<file path="config.mk">
export PLATFORM = sky130hd
export DESIGN_NAME = fcd_core
export DESIGN_NICKNAME = d
export VERILOG_FILES = /design/src/hdl/fcd_pkg.sv /design/src/hdl/fcd_core.sv
export VERILOG_INCLUDE_DIRS = /design/src /design/src/hdl
export SDC_FILE = /design/constraint.sdc
export NUM_CORES = 1
export LEC_CHECK = 0
export ABC_AREA = 1
export BUFFER_PORTS_ARGS = -buffer_cell sky130_fd_sc_hd__buf_2
export CORE_ASPECT_RATIO = 1.5
export CORE_UTILIZATION = 39
export DETAILED_ROUTE_END_ITERATION = 7
export GPL_ROUTABILITY_DRIVEN = 0
export GPL_TIMING_DRIVEN = 0
export PLACE_DENSITY = 0.57
export SETUP_SLACK_MARGIN = 0.1
export SKIP_CTS_REPAIR_TIMING = 1
export SLEW_MARGIN = 25
export SYNTH_ARGS = -nofsm -noshare
export SYNTH_HDL_FRONTEND = slang
export SYNTH_SLANG_ARGS = --single-unit
</file>
<file path="constraint.sdc">
create_clock -name clk -period 4.1 [get_ports clk]
set_clock_uncertainty 0.1 [all_clocks]
set_input_delay 0.615 -clock clk [delete_from_list [all_inputs] [get_ports clk]]
set_output_delay 0.615 -clock clk [all_outputs]
set_load 0.05 [all_outputs]
</file>
<file path="src/hdl/fcd_params.svh">
// constants for the fault capture and dma request block
`ifndef FCD_PARAMS_SVH
`define FCD_PARAMS_SVH
`define FCD_CNT_W       16
`define FCD_NCH         4
`define FCD_CNT_RST     16'h0000
`define FCD_CC_RST      16'h0000
`define FCD_PLAIN_CAPTURE_W      3
`define FCD_EV0_W       3
`define FCD_EV1_W       3
`endif

</file>
<file path="src/hdl/fcd_pkg.sv">
// types for the fault capture and dma request block
`include "fcd_params.svh"
`default_nettype none
package fcd_pkg;
   typedef enum logic [2:0] {
      FCD_PLAIN_CAPTURE_OFF   = 3'h0,
      FCD_PLAIN_CAPTURE_PLAIN = 3'h1,
      FCD_PLAIN_CAPTURE_MIN   = 3'h2,
      FCD_PLAIN_CAPTURE_MAX   = 3'h3,
      FCD_PLAIN_CAPTURE_LMIN  = 3'h4,
      FCD_PLAIN_CAPTURE_LMAX  = 3'h5,
      FCD_PLAIN_CAPTURE_EXTR  = 3'h6
   } fcd_plain_capture_t;
   typedef enum logic [2:0] {
      FCD_EV0_OFF  = 3'h0,
      FCD_EV0_RETR = 3'h1,
      FCD_EV0_DIR  = 3'h2,
      FCD_EV0_STOP = 3'h3,
      FCD_EV0_DEC  = 3'h4,
      FCD_EV0_PPW  = 3'h5,
      FCD_EV0_FLT  = 3'h6
   } fcd_ev0_t;
   typedef enum logic [2:0] {
      FCD_EV1_OFF   = 3'h0,
      FCD_EV1_RETR  = 3'h1,
      FCD_EV1_COUNT = 3'h2,
      FCD_EV1_START = 3'h3,
      FCD_EV1_INC   = 3'h4,
      FCD_EV1_FLT   = 3'h5
   } fcd_ev1_t;
   typedef struct packed {
      logic [`FCD_NCH-1:0] cc_wr;
      logic [`FCD_CNT_W-1:0] cc_wdata;
      logic [`FCD_NCH-1:0] cc_rd;
      logic [`FCD_NCH-1:0] mc_clr;
      logic err_clr;
      logic [`FCD_NCH-1:0] mc_ien_set;
      logic err_ien_set;
      logic dma_os_cmd;
   } fcd_sw_t;
endpackage
`default_nettype wire

</file>
<file path="src/hdl/fcd_core.sv">
// fault capture, extremum tracking, event actions and dma requests of a control timer
//
// Notes on behaviour
// - capture into a channel whose flag is still set raises overrun flag
// - writing one clears the overrun flag; zero leaves it
// - selected fault capture action stores counter into channel register on fault
// - plain capture behaves like ordinary channel capture
// - min capture keeps smallest value, notifies each new minimum
// - max capture keeps largest value, notifies each new maximum
// - local min/max notify modes signal on detected local extremum
// - extremum notify mode signals at every fault, without comparing values
// - notify modes store counter value at every fault
// - min needs nonzero start, max needs non-top start, else no captures
// - local modes capture always, flag on ge (min) or le (max)
// - event 0 performs one selected action on the counter or faults
// - event 1 performs one selected action on the counter or faults
// - without one-shot, update dma request asserts on each update condition
// - with one-shot, update trigger waits for software one-shot command
// - update dma request clears on dma acknowledge
// - channel dma request only on compare match, never in one-shot
// - reading channel register in capture clears its flag
// - writing one to error enable sets it; zero no effect
`include "fcd_params.svh"
`default_nettype none
module fcd_core
   import fcd_pkg::*;
(
   input  wire logic                 clk,
   input  wire logic                 arst_n,
   input  wire logic                 clk_en,
   input  wire fcd_sw_t              sw,
   input  wire fcd_plain_capture_t            fault_plain_capture_sel,
   input  wire logic                 dma_one_shot,
   input  wire fcd_ev0_t             ev0_sel,
   input  wire fcd_ev1_t             ev1_sel,
   input  wire logic [`FCD_CNT_W-1:0] top_val,
   input  wire logic [`FCD_NCH-1:0]  fault_in,
   input  wire logic [`FCD_NCH-1:0]  plain_capture_mode,
   input  wire logic [`FCD_NCH-1:0]  cmp_match,
   input  wire logic                 ev0_in,
   input  wire logic                 ev1_in,
   input  wire logic                 dma_ack_upd,
   input  wire logic [`FCD_NCH-1:0]  dma_ack_ch,
   output logic [`FCD_CNT_W-1:0]     count,
   output logic [`FCD_NCH*`FCD_CNT_W-1:0] compare_capture_reg,
   output logic [`FCD_NCH-1:0]       match_capture_flag,
   output logic                      err_flag,
   output logic [`FCD_NCH-1:0]       extremum_ev,
   output logic                      nrec_fault,
   output logic                      update_request,
   output logic [`FCD_NCH-1:0]       dma_req_ch,
   output logic                      irq,
   output logic                      running,
   output logic                      count_down
);
   ////////////////////////////////////////////////////////////////////////
   logic [`FCD_CNT_W-1:0] cnt_ff;
   logic                  run_ff;
   logic                  down_ff;
   logic                  upd_cond;
   logic                  retrig;
   logic                  ppw_plain_capture;
   logic [`FCD_NCH-1:0]   plain_capture_take;
   logic [`FCD_NCH-1:0]   flag_set;
   logic [`FCD_NCH-1:0]   ev_set;
   logic [`FCD_NCH-1:0]   ien_ff;
   logic                  err_ien_ff;
   logic                  os_pend_ff;
   logic [`FCD_CNT_W-1:0] cc_ff [`FCD_NCH];
   logic [`FCD_CNT_W-1:0] prev_ff [`FCD_NCH];

   assign retrig   = (ev0_in && ev0_sel == FCD_EV0_RETR) ||
                     (ev1_in && ev1_sel == FCD_EV1_RETR);
   assign ppw_plain_capture = ev0_in && ev0_sel == FCD_EV0_PPW;
   assign upd_cond = retrig || (run_ff && !down_ff && cnt_ff == top_val) ||
                     (run_ff && down_ff && cnt_ff == `FCD_CNT_RST);

   ////////////////////////////////////////////////////////////////////////
   // counter with event actions
   always_ff @(posedge clk or negedge arst_n) begin
      if (!arst_n) begin
         cnt_ff  <= `FCD_CNT_RST;
         run_ff  <= 1'b0;
         down_ff <= 1'b0;
      end else if (clk_en) begin
         if (ev0_in && ev0_sel == FCD_EV0_STOP) begin
            run_ff <= 1'b0;
         end else if (ev1_in && ev1_sel == FCD_EV1_START) begin
            run_ff <= 1'b1;
         end
         if (ev0_sel == FCD_EV0_DIR) begin
            down_ff <= ev0_in;
         end
         if (retrig) begin
            cnt_ff <= down_ff ? top_val : `FCD_CNT_RST;
            run_ff <= 1'b1;
         end else if (ev0_in && ev0_sel == FCD_EV0_DEC) begin
            cnt_ff <= cnt_ff - 16'h0001;
         end else if (ev1_in && ev1_sel == FCD_EV1_INC) begin
            cnt_ff <= cnt_ff + 16'h0001;
         end else if (ev1_in && ev1_sel == FCD_EV1_COUNT) begin
            cnt_ff <= down_ff ? cnt_ff - 16'h0001 : cnt_ff + 16'h0001;
         end else if (run_ff) begin
            if (!down_ff) begin
               cnt_ff <= (cnt_ff == top_val) ? `FCD_CNT_RST : cnt_ff + 16'h0001;
            end else begin
               cnt_ff <= (cnt_ff == `FCD_CNT_RST) ? top_val : cnt_ff - 16'h0001;
            end
         end
      end
   end

   always_ff @(posedge clk or negedge arst_n) begin
      if (!arst_n) begin
         nrec_fault <= 1'b0;
      end else if (clk_en) begin
         nrec_fault <= (ev0_in && ev0_sel == FCD_EV0_FLT) ||
                       (ev1_in && ev1_sel == FCD_EV1_FLT);
      end
   end

   ////////////////////////////////////////////////////////////////////////
   // per channel capture
   generate
      for (genvar i = 0; i < `FCD_NCH; i++) begin : g_ch
         logic flt;
         logic ok_min;
         logic ok_max;
         assign flt = fault_in[i] || (ppw_plain_capture && plain_capture_mode[i]);
         assign ok_min = cc_ff[i] != `FCD_CC_RST;
         assign ok_max = cc_ff[i] != top_val;
         always_comb begin
            plain_capture_take[i] = 1'b0;
            flag_set[i]  = 1'b0;
            ev_set[i]    = 1'b0;
            if (flt) begin
               unique case (fault_plain_capture_sel)
                  FCD_PLAIN_CAPTURE_PLAIN: begin
                     plain_capture_take[i] = 1'b1;
                     flag_set[i]  = 1'b1;
                  end
                  FCD_PLAIN_CAPTURE_MIN: begin
                     plain_capture_take[i] = ok_min && cnt_ff < cc_ff[i];
                     flag_set[i]  = plain_capture_take[i];
                     ev_set[i]    = plain_capture_take[i];
                  end
                  FCD_PLAIN_CAPTURE_MAX: begin
                     plain_capture_take[i] = ok_max && cnt_ff > cc_ff[i];
                     flag_set[i]  = plain_capture_take[i];
                     ev_set[i]    = plain_capture_take[i];
                  end
                  FCD_PLAIN_CAPTURE_LMIN: begin
                     plain_capture_take[i] = 1'b1;
                     flag_set[i]  = cnt_ff >= prev_ff[i];
                     ev_set[i]    = flag_set[i];
                  end
                  FCD_PLAIN_CAPTURE_LMAX: begin
                     plain_capture_take[i] = 1'b1;
                     flag_set[i]  = cnt_ff <= prev_ff[i];
                     ev_set[i]    = flag_set[i];
                  end
                  FCD_PLAIN_CAPTURE_EXTR: begin
                     plain_capture_take[i] = 1'b1;
                     flag_set[i]  = 1'b1;
                     ev_set[i]    = 1'b1;
                  end
                  default: begin
                     plain_capture_take[i] = 1'b0;
                  end
               endcase
            end
         end
         always_ff @(posedge clk or negedge arst_n) begin
            if (!arst_n) begin
               cc_ff[i]   <= `FCD_CC_RST;
               prev_ff[i] <= `FCD_CC_RST;
            end else if (clk_en) begin
               if (plain_capture_take[i]) begin
                  cc_ff[i]   <= cnt_ff;
                  prev_ff[i] <= cnt_ff;
               end else if (sw.cc_wr[i]) begin
                  cc_ff[i] <= sw.cc_wdata;
               end
            end
         end
         always_ff @(posedge clk or negedge arst_n) begin
            if (!arst_n) begin
               match_capture_flag[i] <= 1'b0;
            end else if (clk_en) begin
               if (flag_set[i] || (cmp_match[i] && !plain_capture_mode[i])) begin
                  match_capture_flag[i] <= 1'b1;
               end else if (sw.mc_clr[i] || (sw.cc_rd[i] && plain_capture_mode[i])) begin
                  match_capture_flag[i] <= 1'b0;
               end
            end
         end
         always_ff @(posedge clk or negedge arst_n) begin
            if (!arst_n) begin
               dma_req_ch[i] <= 1'b0;
            end else if (clk_en) begin
               if (cmp_match[i] && !dma_one_shot) begin
                  dma_req_ch[i] <= 1'b1;
               end else if (dma_ack_ch[i] || dma_one_shot) begin
                  dma_req_ch[i] <= 1'b0;
               end
            end
         end
         assign compare_capture_reg[i*`FCD_CNT_W +: `FCD_CNT_W] = cc_ff[i];
      end
   endgenerate

   ////////////////////////////////////////////////////////////////////////
   // overrun flag, enables, notify events, interrupt
   always_ff @(posedge clk or negedge arst_n) begin
      if (!arst_n) begin
         err_flag <= 1'b0;
      end else if (clk_en) begin
         if (|(plain_capture_take & match_capture_flag)) begin
            err_flag <= 1'b1;
         end else if (sw.err_clr) begin
            err_flag <= 1'b0;
         end
      end
   end

   always_ff @(posedge clk or negedge arst_n) begin
      if (!arst_n) begin
         ien_ff     <= '0;
         err_ien_ff <= 1'b0;
      end else if (clk_en) begin
         ien_ff <= ien_ff | sw.mc_ien_set;
         if (sw.err_ien_set) begin
            err_ien_ff <= 1'b1;
         end
      end
   end

   always_ff @(posedge clk or negedge arst_n) begin
      if (!arst_n) begin
         extremum_ev <= '0;
         irq         <= 1'b0;
      end else if (clk_en) begin
         extremum_ev <= ev_set;
         irq <= (err_flag && err_ien_ff) || |(match_capture_flag & ien_ff);
      end
   end

   ////////////////////////////////////////////////////////////////////////
   // update dma request
   always_ff @(posedge clk or negedge arst_n) begin
      if (!arst_n) begin
         os_pend_ff     <= 1'b0;
         update_request <= 1'b0;
      end else if (clk_en) begin
         if (upd_cond && dma_one_shot) begin
            os_pend_ff <= 1'b1;
         end else if (sw.dma_os_cmd && os_pend_ff) begin
            os_pend_ff <= 1'b0;
         end
         if ((upd_cond && !dma_one_shot) ||
             (dma_one_shot && sw.dma_os_cmd && os_pend_ff)) begin
            update_request <= 1'b1;
         end else if (dma_ack_upd) begin
            update_request <= 1'b0;
         end
      end
   end

   always_ff @(posedge clk or negedge arst_n) begin
      if (!arst_n) begin
         count      <= `FCD_CNT_RST;
         running    <= 1'b0;
         count_down <= 1'b0;
      end else if (clk_en) begin
         count      <= cnt_ff;
         running    <= run_ff;
         count_down <= down_ff;
      end
   end

   ////////////////////////////////////////////////////////////////////////
   a_overrun_set: assert property (@(posedge clk) disable iff (!arst_n)
      clk_en && |(plain_capture_take & match_capture_flag) |=> err_flag)
      else $error("overrun not flagged");
   a_err_hold: assert property (@(posedge clk) disable iff (!arst_n)
      clk_en && err_flag && !sw.err_clr |=> err_flag)
      else $error("overrun flag lost");
   a_plain_plain_capture: assert property (@(posedge clk) disable iff (!arst_n)
      clk_en && fault_in[0] && fault_plain_capture_sel == FCD_PLAIN_CAPTURE_PLAIN
      |=> compare_capture_reg[`FCD_CNT_W-1:0] == $past(cnt_ff))
      else $error("plain capture wrong");
   a_min_keep: assert property (@(posedge clk) disable iff (!arst_n)
      clk_en && fault_plain_capture_sel == FCD_PLAIN_CAPTURE_MIN && !sw.cc_wr[0]
      |=> cc_ff[0] <= $past(cc_ff[0]))
      else $error("min capture grew");
   a_max_keep: assert property (@(posedge clk) disable iff (!arst_n)
      clk_en && fault_plain_capture_sel == FCD_PLAIN_CAPTURE_MAX && !sw.cc_wr[0]
      |=> cc_ff[0] >= $past(cc_ff[0]))
      else $error("max capture shrank");
   a_upd_dma: assert property (@(posedge clk) disable iff (!arst_n)
      clk_en && upd_cond && !dma_one_shot |=> update_request)
      else $error("update dma missing");
   a_upd_ack: assert property (@(posedge clk) disable iff (!arst_n)
      clk_en && dma_ack_upd && !upd_cond && !sw.dma_os_cmd |=> !update_request)
      else $error("update dma not cleared");
   a_ch_dma_os: assert property (@(posedge clk) disable iff (!arst_n)
      clk_en && dma_one_shot ##1 clk_en && dma_one_shot |=> dma_req_ch == '0)
      else $error("channel dma in one-shot");
endmodule
`default_nettype wire

</file>
# --- Word-level counts from Yosys, hierarchy flattened ---
# Cells that the tools add are included.
totals:
  mem_bits_rw: 0
  regBits: 186
  memories: 0
  mem_bits_ro: 0
  latch_bits: 0
  in_bits: 83
op_classes:
  multipliers: 0
  n_shift: 0
  n_div: 0
  reduce_logical: 121
  addsub: 2
  magnitude_cmp: 16
  n_bitwise: 3
  n_eq_ne: 22
  mux: 67
op_table:
  columns: ["op", "n"]
  rows:
  - ["16-bit 2-to-1 mux", 18]
  - ["16-bit greater-or-equal comparator", 4]
  - ["16-bit greater-than comparator", 4]
  - ["16-bit less-or-equal comparator", 4]
  - ["16-bit less-than comparator", 4]
  - ["16-bit inequality test", 4]
  - ["16-bit nonzero test", 4]
  - ["2-bit AND reduction", 23]
  - ["1-bit logical AND", 44]
  - ["1-bit case mux with 5 select lines", 8]
  - ["1-bit 2-to-1 mux", 37]
  - ["2-bit nonzero test", 15]
  - ["3-bit == test (second input constant)", 8]
  - ["1-bit logical OR", 22]
  - ["3-bit by 2-bit == test with 1-bit output (second input constant)", 6]
  - ["16-bit by 1-bit adder with 16-bit output (second input constant)", 1]
  - ["16-bit == test", 1]
  - ["16-bit zero test", 1]
  - ["16-bit by 1-bit subtractor with 16-bit output (second input constant)", 1]
  - ["1-bit case mux with 3 select lines", 4]
  - ["4-bit OR reduction", 3]
  - ["3-bit by 1-bit == test with 1-bit output (second input constant)", 3]
  - ["4-bit bitwise AND", 2]
  - ["1-bit zero test", 6]
  - ["other kinds (4)", 4]

# --- Logic depth before layout (Yosys ltp) ---
# Gate-level depths: netlist of the first run.
logic_depth:
  depth_word: 9
  ltp_mapped: 21

# --- Worst setup path before layout of the first run ---
# OpenSTA, ideal clock, no wires.
synth_path:
  path_type: "reg2reg"
  start: "reg cnt_ff[0]"
  end: "reg cc_ff (netlist bit compare_capture_reg[26])"
  path_slack_ns: 1.613
  path_stages_with_launch: 22
  synth_period_minus_slack_ns: 2.487
  t_required_ns: 3.878
  arrival_time_ns: 2.265
  path_cell_list: "dfrtp_1 inv_1 clkbuf_1 ha_1 inv_1 nand2_1 nand2_1 nand2_1 nand2_1 nand2_1 nand2_1 nand2_1 nand3_1 nand2_1 inv_2 nand2_2 nand2_4 buf_4 nand2_1 o21ai_0 nand2_1 o21ai_1"
synth_between:
  elab_chain_cells: 6
synth_rtl:
  columns: ["element", "line", "text"]
  rows:
  - ["start, declared", "fcd_core.sv:57", "logic [`FCD_CNT_W-1:0] cnt_ff;"]
  - ["start signal, assigned", "fcd_core.sv:82", "cnt_ff <= `FCD_CNT_RST;"]
  - ["start signal, assigned", "fcd_core.sv:95", "cnt_ff <= down_ff ? top_val : `FCD_CNT_RST;"]
  - ["start signal, assigned", "fcd_core.sv:98", "cnt_ff <= cnt_ff - 16'h0001;"]
  - ["16-bit greater-than comparator or 16-bit less-than comparator (tied branches)", "fcd_core.sv:148, fcd_core.sv:143", null]
  - ["1-bit logical AND, on equally long branches", "fcd_core.sv:148, fcd_core.sv:143", null]
  - ["1-bit case mux with 3 select lines *", "fcd_core.sv:137", "unique case (fault_plain_capture_sel)"]
  - ["1-bit 2-to-1 mux *", "fcd_core.sv:136", "if (flt) begin"]
  - ["2-bit nonzero test (no line)", null, null]
  - ["2-bit AND reduction (no line)", null, null]
  - ["end signal, assigned by index", "fcd_core.sv:175", "cc_ff[i] <= `FCD_CC_RST;"]
  - ["end signal, assigned by index", "fcd_core.sv:179", "cc_ff[i] <= cnt_ff;"]
  - ["end signal, assigned by index", "fcd_core.sv:182", "cc_ff[i] <= sw.cc_wdata;"]
  - ["end, declared", "fcd_core.sv:69", "logic [`FCD_CNT_W-1:0] cc_ff [`FCD_NCH];"]
# Every way passes the cells marked *; elsewhere a longest branch is shown, timed or not.
# A chain may end at the register's enable or synchronous reset.

# --- Worst setup path in the final report of the first run ---
layout_path:
  start: "reg cnt_ff[1]"
  end: "reg cnt_ff[14]"
layout_between:
  elab_chain_cells: 8
layout_rtl:
  columns: ["element", "line", "text"]
  rows:
  - ["16-bit by 1-bit adder with 16-bit output, or another cell as far along", "fcd_core.sv:100, fcd_core.sv:102, fcd_core.sv:105", null]
  - ["16-bit 2-to-1 mux, on equally long branches", "fcd_core.sv:105, fcd_core.sv:107", null]
  - ["16-bit 2-to-1 mux", "fcd_core.sv:104", "if (!down_ff) begin"]
  - ["16-bit 2-to-1 mux", "fcd_core.sv:103", "end else if (run_ff) begin"]
  - ["16-bit 2-to-1 mux", "fcd_core.sv:101", "end else if (ev1_in && ev1_sel == FCD_EV1_COUNT) begin"]
  - ["16-bit 2-to-1 mux", "fcd_core.sv:99", "end else if (ev1_in && ev1_sel == FCD_EV1_INC) begin"]
  - ["16-bit 2-to-1 mux *", "fcd_core.sv:97", "end else if (ev0_in && ev0_sel == FCD_EV0_DEC) begin"]
  - ["16-bit 2-to-1 mux *", "fcd_core.sv:94", "if (retrig) begin"]
# Every way passes the cells marked *; elsewhere a longest branch is shown, timed or not. The select of a mux whose other input is x is not followed.

==> results by group, run 1 <==
Run status
  – Status: complete, no violations

Worst setup path
  – Crit-path max cell delay: 700 ps
  – Top delay family on crit path: simple AND/OR/NAND/NOR gates
  – Req. time, crit path: roughly 4400 ps
  – CP arrival: approximately 3900 ps
  – Most used cell along the critical path: nand3_1
  – Critical path buffers and inverters: 2
  – CP max FO: 12
  – Kind of start point of the critical path: flip-flop
  – CP Capture Type: flip-flop
  – Crit-path slowest cell: dfrtp_1
  – Worst path cell trace: inv_1 -> clkbuf_1 -> ha_1 -> nand3_1 -> nor3_1 -> nand2_1 -> o21ai_2 -> nand3_1 -> a21oi_1 -> nand2_1 -> nand3_1 -> a21oi_1
  – Crit path kind: reg2reg

Detailed routing
  – Starting DRT DRC Count: approximately 1.1k
  – Via count: 14.4k
  – Metal2 WL: approximately 27000 um
  – DR WL met3: approximately 4700 um
  – Routed length per placed instance: roughly 22 um
  – DRC: 0
  – Routed wire length: 58200 um
  – Top routing layer used: met4
  – DR pass1 iterations: 5
  – Final ANT Viol Nets: 0
  – Metal1 wirelength: 22000 um
  – Vias/cell: between 5 and 6

Place
  – Pre-CTS setup slack: roughly 500 ps
  – Final HPWL DP: 42400 um
  – Port Buffer Count: approximately 160
  – DP Cell Count: roughly 2.6k

Floorplan
  – Rows: 85
  – Die area: roughly 0.038 mm^2
  – Die H: about 240 um
  – I/O Pins: about 180
  – Starting density of the core: 0.398
  – Die W: between 150 and 200 um
  – Core Area: between 0.03 and 0.04 mm^2

Synthesis
  – Leading post-synthesis cells by cell area: dfrtp_1 (32%), nand2_1 (13%), ha_1 (11%), o21ai_0 (5.7%), inv_1 (5.2%)
  – Synthesized area per cell: about 7.4 um^2
  – FF+latch count, synth: roughly 190
  – Synth async-reset ratio: 1.00
  – Synth warn: 0
  – Yosys top cell by area: dfrtp_1
  – Post-synth EDFFs: 0
  – Count of cell types in the netlist: 49
  – Synth top area share: 0.325
  – Synth Flop Type: dfrtp_1
  – Syn nets: between 2k and 2.5k
  – Sequential element share of the synthesized area: 0.325
  – Mapped Area: approximately 0.014 mm^2
  – Post-Syn Instances: 1935

Cells and area
  – Most frequent cells in the layout: nand2_1 (515), inv_1 (197), buf_2 (190)
  – Non-filler cells, final: roughly 2.6k
  – Layout area overhead: 15.2%
  – Layout Nets: between 2k and 2.5k
  – Fillers: about 3.7k
  – Layout Utilization: 0.458
  – Commonest non-fill, non-tap cell in the layout: nand2_1
  – Register area: 0.00465 mm^2
  – Area of the multi-input gates: roughly 0.0082 mm^2
  – Layout cells sized above 1: 0.179

CTS
  – CTS sink count: between 150 and 200
  – CTS max path bufs: 2
  – Root Driver: clkbuf_16
  – CTS H-tree lvls: 4
  – Clock Pin Slew Worst Setup and Hold Paths: 80 ps
  – CTS tree: yes
  – Clk Latency, worst-skew pair: 470 ps
  – Cts bufs inserted: 17

STA
  – Slew Limit Fails: 0
  – Final setup vio count: 0
  – Achievable frequency: between 200 and 300 MHz
  – Worst Tran Pin Value: approximately 1200 ps
  – PnR worst setup slack: between 400 and 500 ps
  – Slew margin rel.: 0.227
  – Fin crit period: 3690 ps
  – Hold Vio Cnt, Final: 0
  – Fin crit share: 0.900
  – Min Hold Slack: between 200 and 250 ps
  – RSZ-0062 raised after global routing: no

Job
  – MaxCap Viol Count: 0

GRT
  – Initial antenna violation count: 3
  – GRT Residual Overflow: 0
  – Largest net degree at the start of global routing: slightly above 80
  – First-pass GRT wire length: around 86000 um
  – Number of global-route vias before repair: 13.9k
  – Gr usage total: 0.319

Pwr
  – Peak VDD IR: roughly 0.36 mV
  – Pleak: 8.39 nW
  – Power per cell area: 737 mW/mm^2

Worst hold path
  – Hold Path Class: in2reg
[synth_stat cells, types with 19 or more instances]
cell	n
inv_2	25
nand4_1	40
clkbuf_1	19
nand2_1	515
ha_1	131
inv_1	197
dfrtp_1	186
buf_6	24
buf_2	27
o21ai_2	33
nand3_1	63
a21oi_1	99
o21ai_1	60
o21ai_0	162
xor2_1	54
nor2_1	138
xnor2_1	21
[per-layer routing]
metal,track usage,vias up
met4,0.251,0
met2,0.510,695
met3,0.0664,196
li1,-,6718
met1,0.365,6814
met5,0,-
[where the power goes]
| group | internal, mW | switching (mW) |
|---|---|---|
| Combinational | 2.18 | 4.59 |
| Sequential | 2.45 | 0.986 |
| Clock | 1.17 | 0.809 |
[worst min-delay path, stage by stage]
cell     delay, ps
buf_2           70
nand2_1         40
nand2_1         40
[metrics by stage]
stage	setup TNS [ps]	instance area [um^2]	power, mW
2_1_floorplan	0	14300	7.84
3_3_place_gp	-183570	15800	9.91
3_5_place_dp	0	15800	10.1
4_1_cts	0	16500	12.1
5_1_grt	0	16500	13.0
6_report	0	16500	12.2
[cells by family after synthesis]
family          share of synthesized area
simple gates                        0.247
buf+inv                             0.103
fa+ha+maj                           0.114
compound gates                      0.165
flops                               0.325
xor+xnor                           0.0458
[final cells by class]
class | count | area share
multi-input cells | 1432 | 0.497
repair buffers | 167 | 0.0542
flip-flops and latches | 186 | 0.282
diodes | 2 | 0.000303
clock buffers | 19 | 0.0268
inverters | 226 | 0.0516
plain buffers | 91 | 0.0384
well taps | 478 | 0.0362
clock inverters | 13 | 0.0142
[worst paths after layout]
kind	from	end	slack, ps	cells after the start
min in group asynchronous	arst_n	prev_ff[40]$_DFFE_PN0P_	540	2
worst min register to register	err_ien_ff$_DFFE_PN0P_	err_ien_ff$_DFFE_PN0P_	380	1
worst max register to register	cnt_ff[1]$_DFFE_PN0P_	cnt_ff[14]$_DFFE_PN0P_	410	12
worst min-delay path	sw[4]	ien_ff[2]$_DFFE_PN0P_	230	3
max in group asynchronous	arst_n	cnt_ff[12]$_DFFE_PN0P_	2280	4
worst max-delay path	cnt_ff[1]$_DFFE_PN0P_	cnt_ff[14]$_DFFE_PN0P_	410	12
(Power assumes the default switching activity.)
==> inputs of run 2 (changes only) <==
--- a/config.mk
+++ b/config.mk
@@ -9,11 +9,11 @@
 export ABC_AREA = 1
 export BUFFER_PORTS_ARGS = -buffer_cell sky130_fd_sc_hd__buf_2
 export CORE_ASPECT_RATIO = 1.5
-export CORE_UTILIZATION = 39
+export CORE_UTILIZATION = 42
 export DETAILED_ROUTE_END_ITERATION = 7
 export GPL_ROUTABILITY_DRIVEN = 0
 export GPL_TIMING_DRIVEN = 0
-export PLACE_DENSITY = 0.57
+export PLACE_DENSITY = 0.61
 export SETUP_SLACK_MARGIN = 0.1
 export SKIP_CTS_REPAIR_TIMING = 1
 export SLEW_MARGIN = 25
==> results by group, run 2 (synthesized netlist as in run 1, its figures left out) <==
Floorplan
  – Starting density of the core: 0.427 (+0.0297)
  – I/O Pins: 181 (unchanged)
  – Core Area: 0.0335 mm^2 (-6.9%)
  – Die H: 228 um (-3.6%)
  – Die W: 153 um (-3.6%)
  – Die area: 0.0349 mm^2 (-7.1%)
  – Rows: 82 (-3.5%)

Detailed routing
  – Routed length per placed instance: 21.9 um (-1.5%)
  – Vias/cell: 5.64 (+2.1%)
  – Routed wire length: 56000 um (-3.7%)
  – Final ANT Viol Nets: 0 (unchanged)
  – DR pass1 iterations: 6 (+1)
  – Via count: 14.4k (-0.17%)
  – Starting DRT DRC Count: 1266 (+11%)
  – DRC: 0 (unchanged)

Worst setup path
  – CP Capture Type: flip-flop
  – Req. time, crit path: 4350 ps (about the same)
  – Crit path kind: reg2reg
  – CP arrival: 4070 ps (+130 ps)
  – Reg2reg setup slack: 280 ps (-130 ps)
  – CP max FO: 12 (unchanged)
  – Kind of start point of the critical path: flip-flop

CTS
  – CTS max path bufs: 2 (unchanged)
  – Clk Latency, worst-skew pair: 470 ps (about the same)
  – Cts bufs inserted: 17 (unchanged)
  – CTS H-tree lvls: 4 (unchanged)
  – Clock Pin Slew Worst Setup and Hold Paths: 80 ps (about the same)
  – CTS sink count: 186 (unchanged)
  – Root Driver: clkbuf_16
  – CTS tree: yes

Cells and area
  – Layout cells sized above 1: 0.178 (-0.00102)
  – Commonest non-fill, non-tap cell in the layout: nand2_1
  – Layout Nets: 2336 (+0.043%)
  – Diode count: 0 (-2)
  – Non-filler cells, final: 2555 (-2.3%)
  – Layout Utilization: 0.488 (+0.0297)
  – Layout area overhead: 14.2%
  – Most frequent cells in the layout: nand2_1 (515), inv_1 (197), buf_2 (190)

Pwr
  – Part of the power in registers: 0.289 (+0.007)
  – Switch share: 0.532 (+0.00822)
  – Final total power: 11.9 mW (-2.1%)
  – Comb pwr share: 0.565 (+0.009)
  – Peak VDD IR: 0.388 mV (+7.7%)
  – Power per cell area: 728 mW/mm^2 (-1.2%)
  – Clock power share: 0.146 (-0.016)
  – Pleak: 8.35 nW (-0.44%)
  – Internal power: 5.58 mW (-3.8%)
  – Switch Pwr: 6.34 mW (-0.60%)

GRT
  – GRT Residual Overflow: 0 (unchanged)
  – Gr usage total: 0.327 (+0.00882)
  – Number of global-route vias before repair: 14.0k (+0.73%)
  – Initial antenna violation count: 1 (-2)
  – First-pass GRT wire length: 84100 um (-1.7%)
  – Largest net degree at the start of global routing: 92 (+14%)

STA
  – Achievable frequency: 262 MHz (-3.4%)
  – Setup tns final: 0 ps (unchanged)
  – Slew margin rel.: 0.237 (+0.00986)
  – RSZ-0062 raised after global routing: no
  – Min Hold Slack: 241 ps (+9.11 ps)
  – Hold Vio Cnt, Final: 0 (unchanged)
  – Fin crit share: 0.932 (+0.0314)
  – Final setup vio count: 0 (unchanged)
  – Slew Limit Fails: 0 (unchanged)
  – Worst Tran Pin Value: 1140 ps (-14.8 ps)
  – Fin crit period: 3820 ps (+129 ps)

Place
  – Final HPWL DP: 40600 um (-4.2%)
  – DP Cell Count: 2521 (-2.2%)
  – Port Buffer Count: 164 (unchanged)

Run status
  – Status: complete, no violations

Worst hold path
  – Hold Path Class: in2reg

Job
  – MaxCap Viol Count: 0 (unchanged)
[run 2: final cells by class]
| cell class | instances | area, um^2 |
|---|---|---|
| Tap cell | 420 | 526 |
| Fill cell | 3396 | 17200 |
| Inverter | 226 | 853 |
| Multi-Input combinational cell | 1432 | 8210 |
| Buffer | 91 | 631 |
| Clock buffer | 20 | 457 |
| Clock inverter | 12 | 139 |
| Timing Repair Buffer | 168 | 907 |
| Sequential cell | 186 | 4650 |
[run 2: final timing paths]
kind / startpoint / to / cells past startpoint
min reg2reg: err_ien_ff$_DFFE_PN0P_ / err_ien_ff$_DFFE_PN0P_ / 1
max reg2reg: cnt_ff[1]$_DFFE_PN0P_ / cnt_ff[14]$_DFFE_PN0P_ / 12
min: sw[5] / ien_ff[3]$_DFFE_PN0P_ / 3
min in group asynchronous: arst_n / count[3]$_DFFE_PN0P_ / 2
max: cnt_ff[1]$_DFFE_PN0P_ / cnt_ff[14]$_DFFE_PN0P_ / 12
max in group asynchronous: arst_n / prev_ff[13]$_DFFE_PN0P_ / 3
[run 2: worst max-delay path: stages (launching register included)]
cell and delay, ps:
dfrtp_1 730, inv_1 390, clkbuf_1 750, ha_1 330, nand3_1 180, nor3_1 380
nand2_1 180, o21ai_2 180, nand3_1 90, a21oi_1 150, nand2_1 70, nand3_1 90
a21oi_1 80
[run 2: per-stage QoR]
stage | area (um^2) | setup slack (ps)
floorplan | 14300 | 1610
global placement | 15700 | -952
detailed placement | 15800 | 410
CTS | 16400 | 395
global route | 16400 | 246
finish | 16400 | 280
[run 2: power by group through the flow]
| stage | Clock (mW) | Combinational (mW) | Sequential (mW) |
|---|---|---|---|
| floorplan | 0 | 3.88 | 3.96 |
| global placement | 0 | 6.46 | 3.41 |
| detailed placement | 0 | 6.62 | 3.43 |
| CTS | 1.76 | 6.66 | 3.40 |
| global route | 1.84 | 7.49 | 3.48 |
| finish | 1.74 | 6.74 | 3.44 |
[run 2: metal layers]
layer  vias to the layer above  track usage  wire [um]
li1                       6696            -          -
met1                      6700        0.384      21200
met2                       760        0.525      25600
met3                       241       0.0743       4810
met4                         2        0.240       4400
met5                         -            0         17
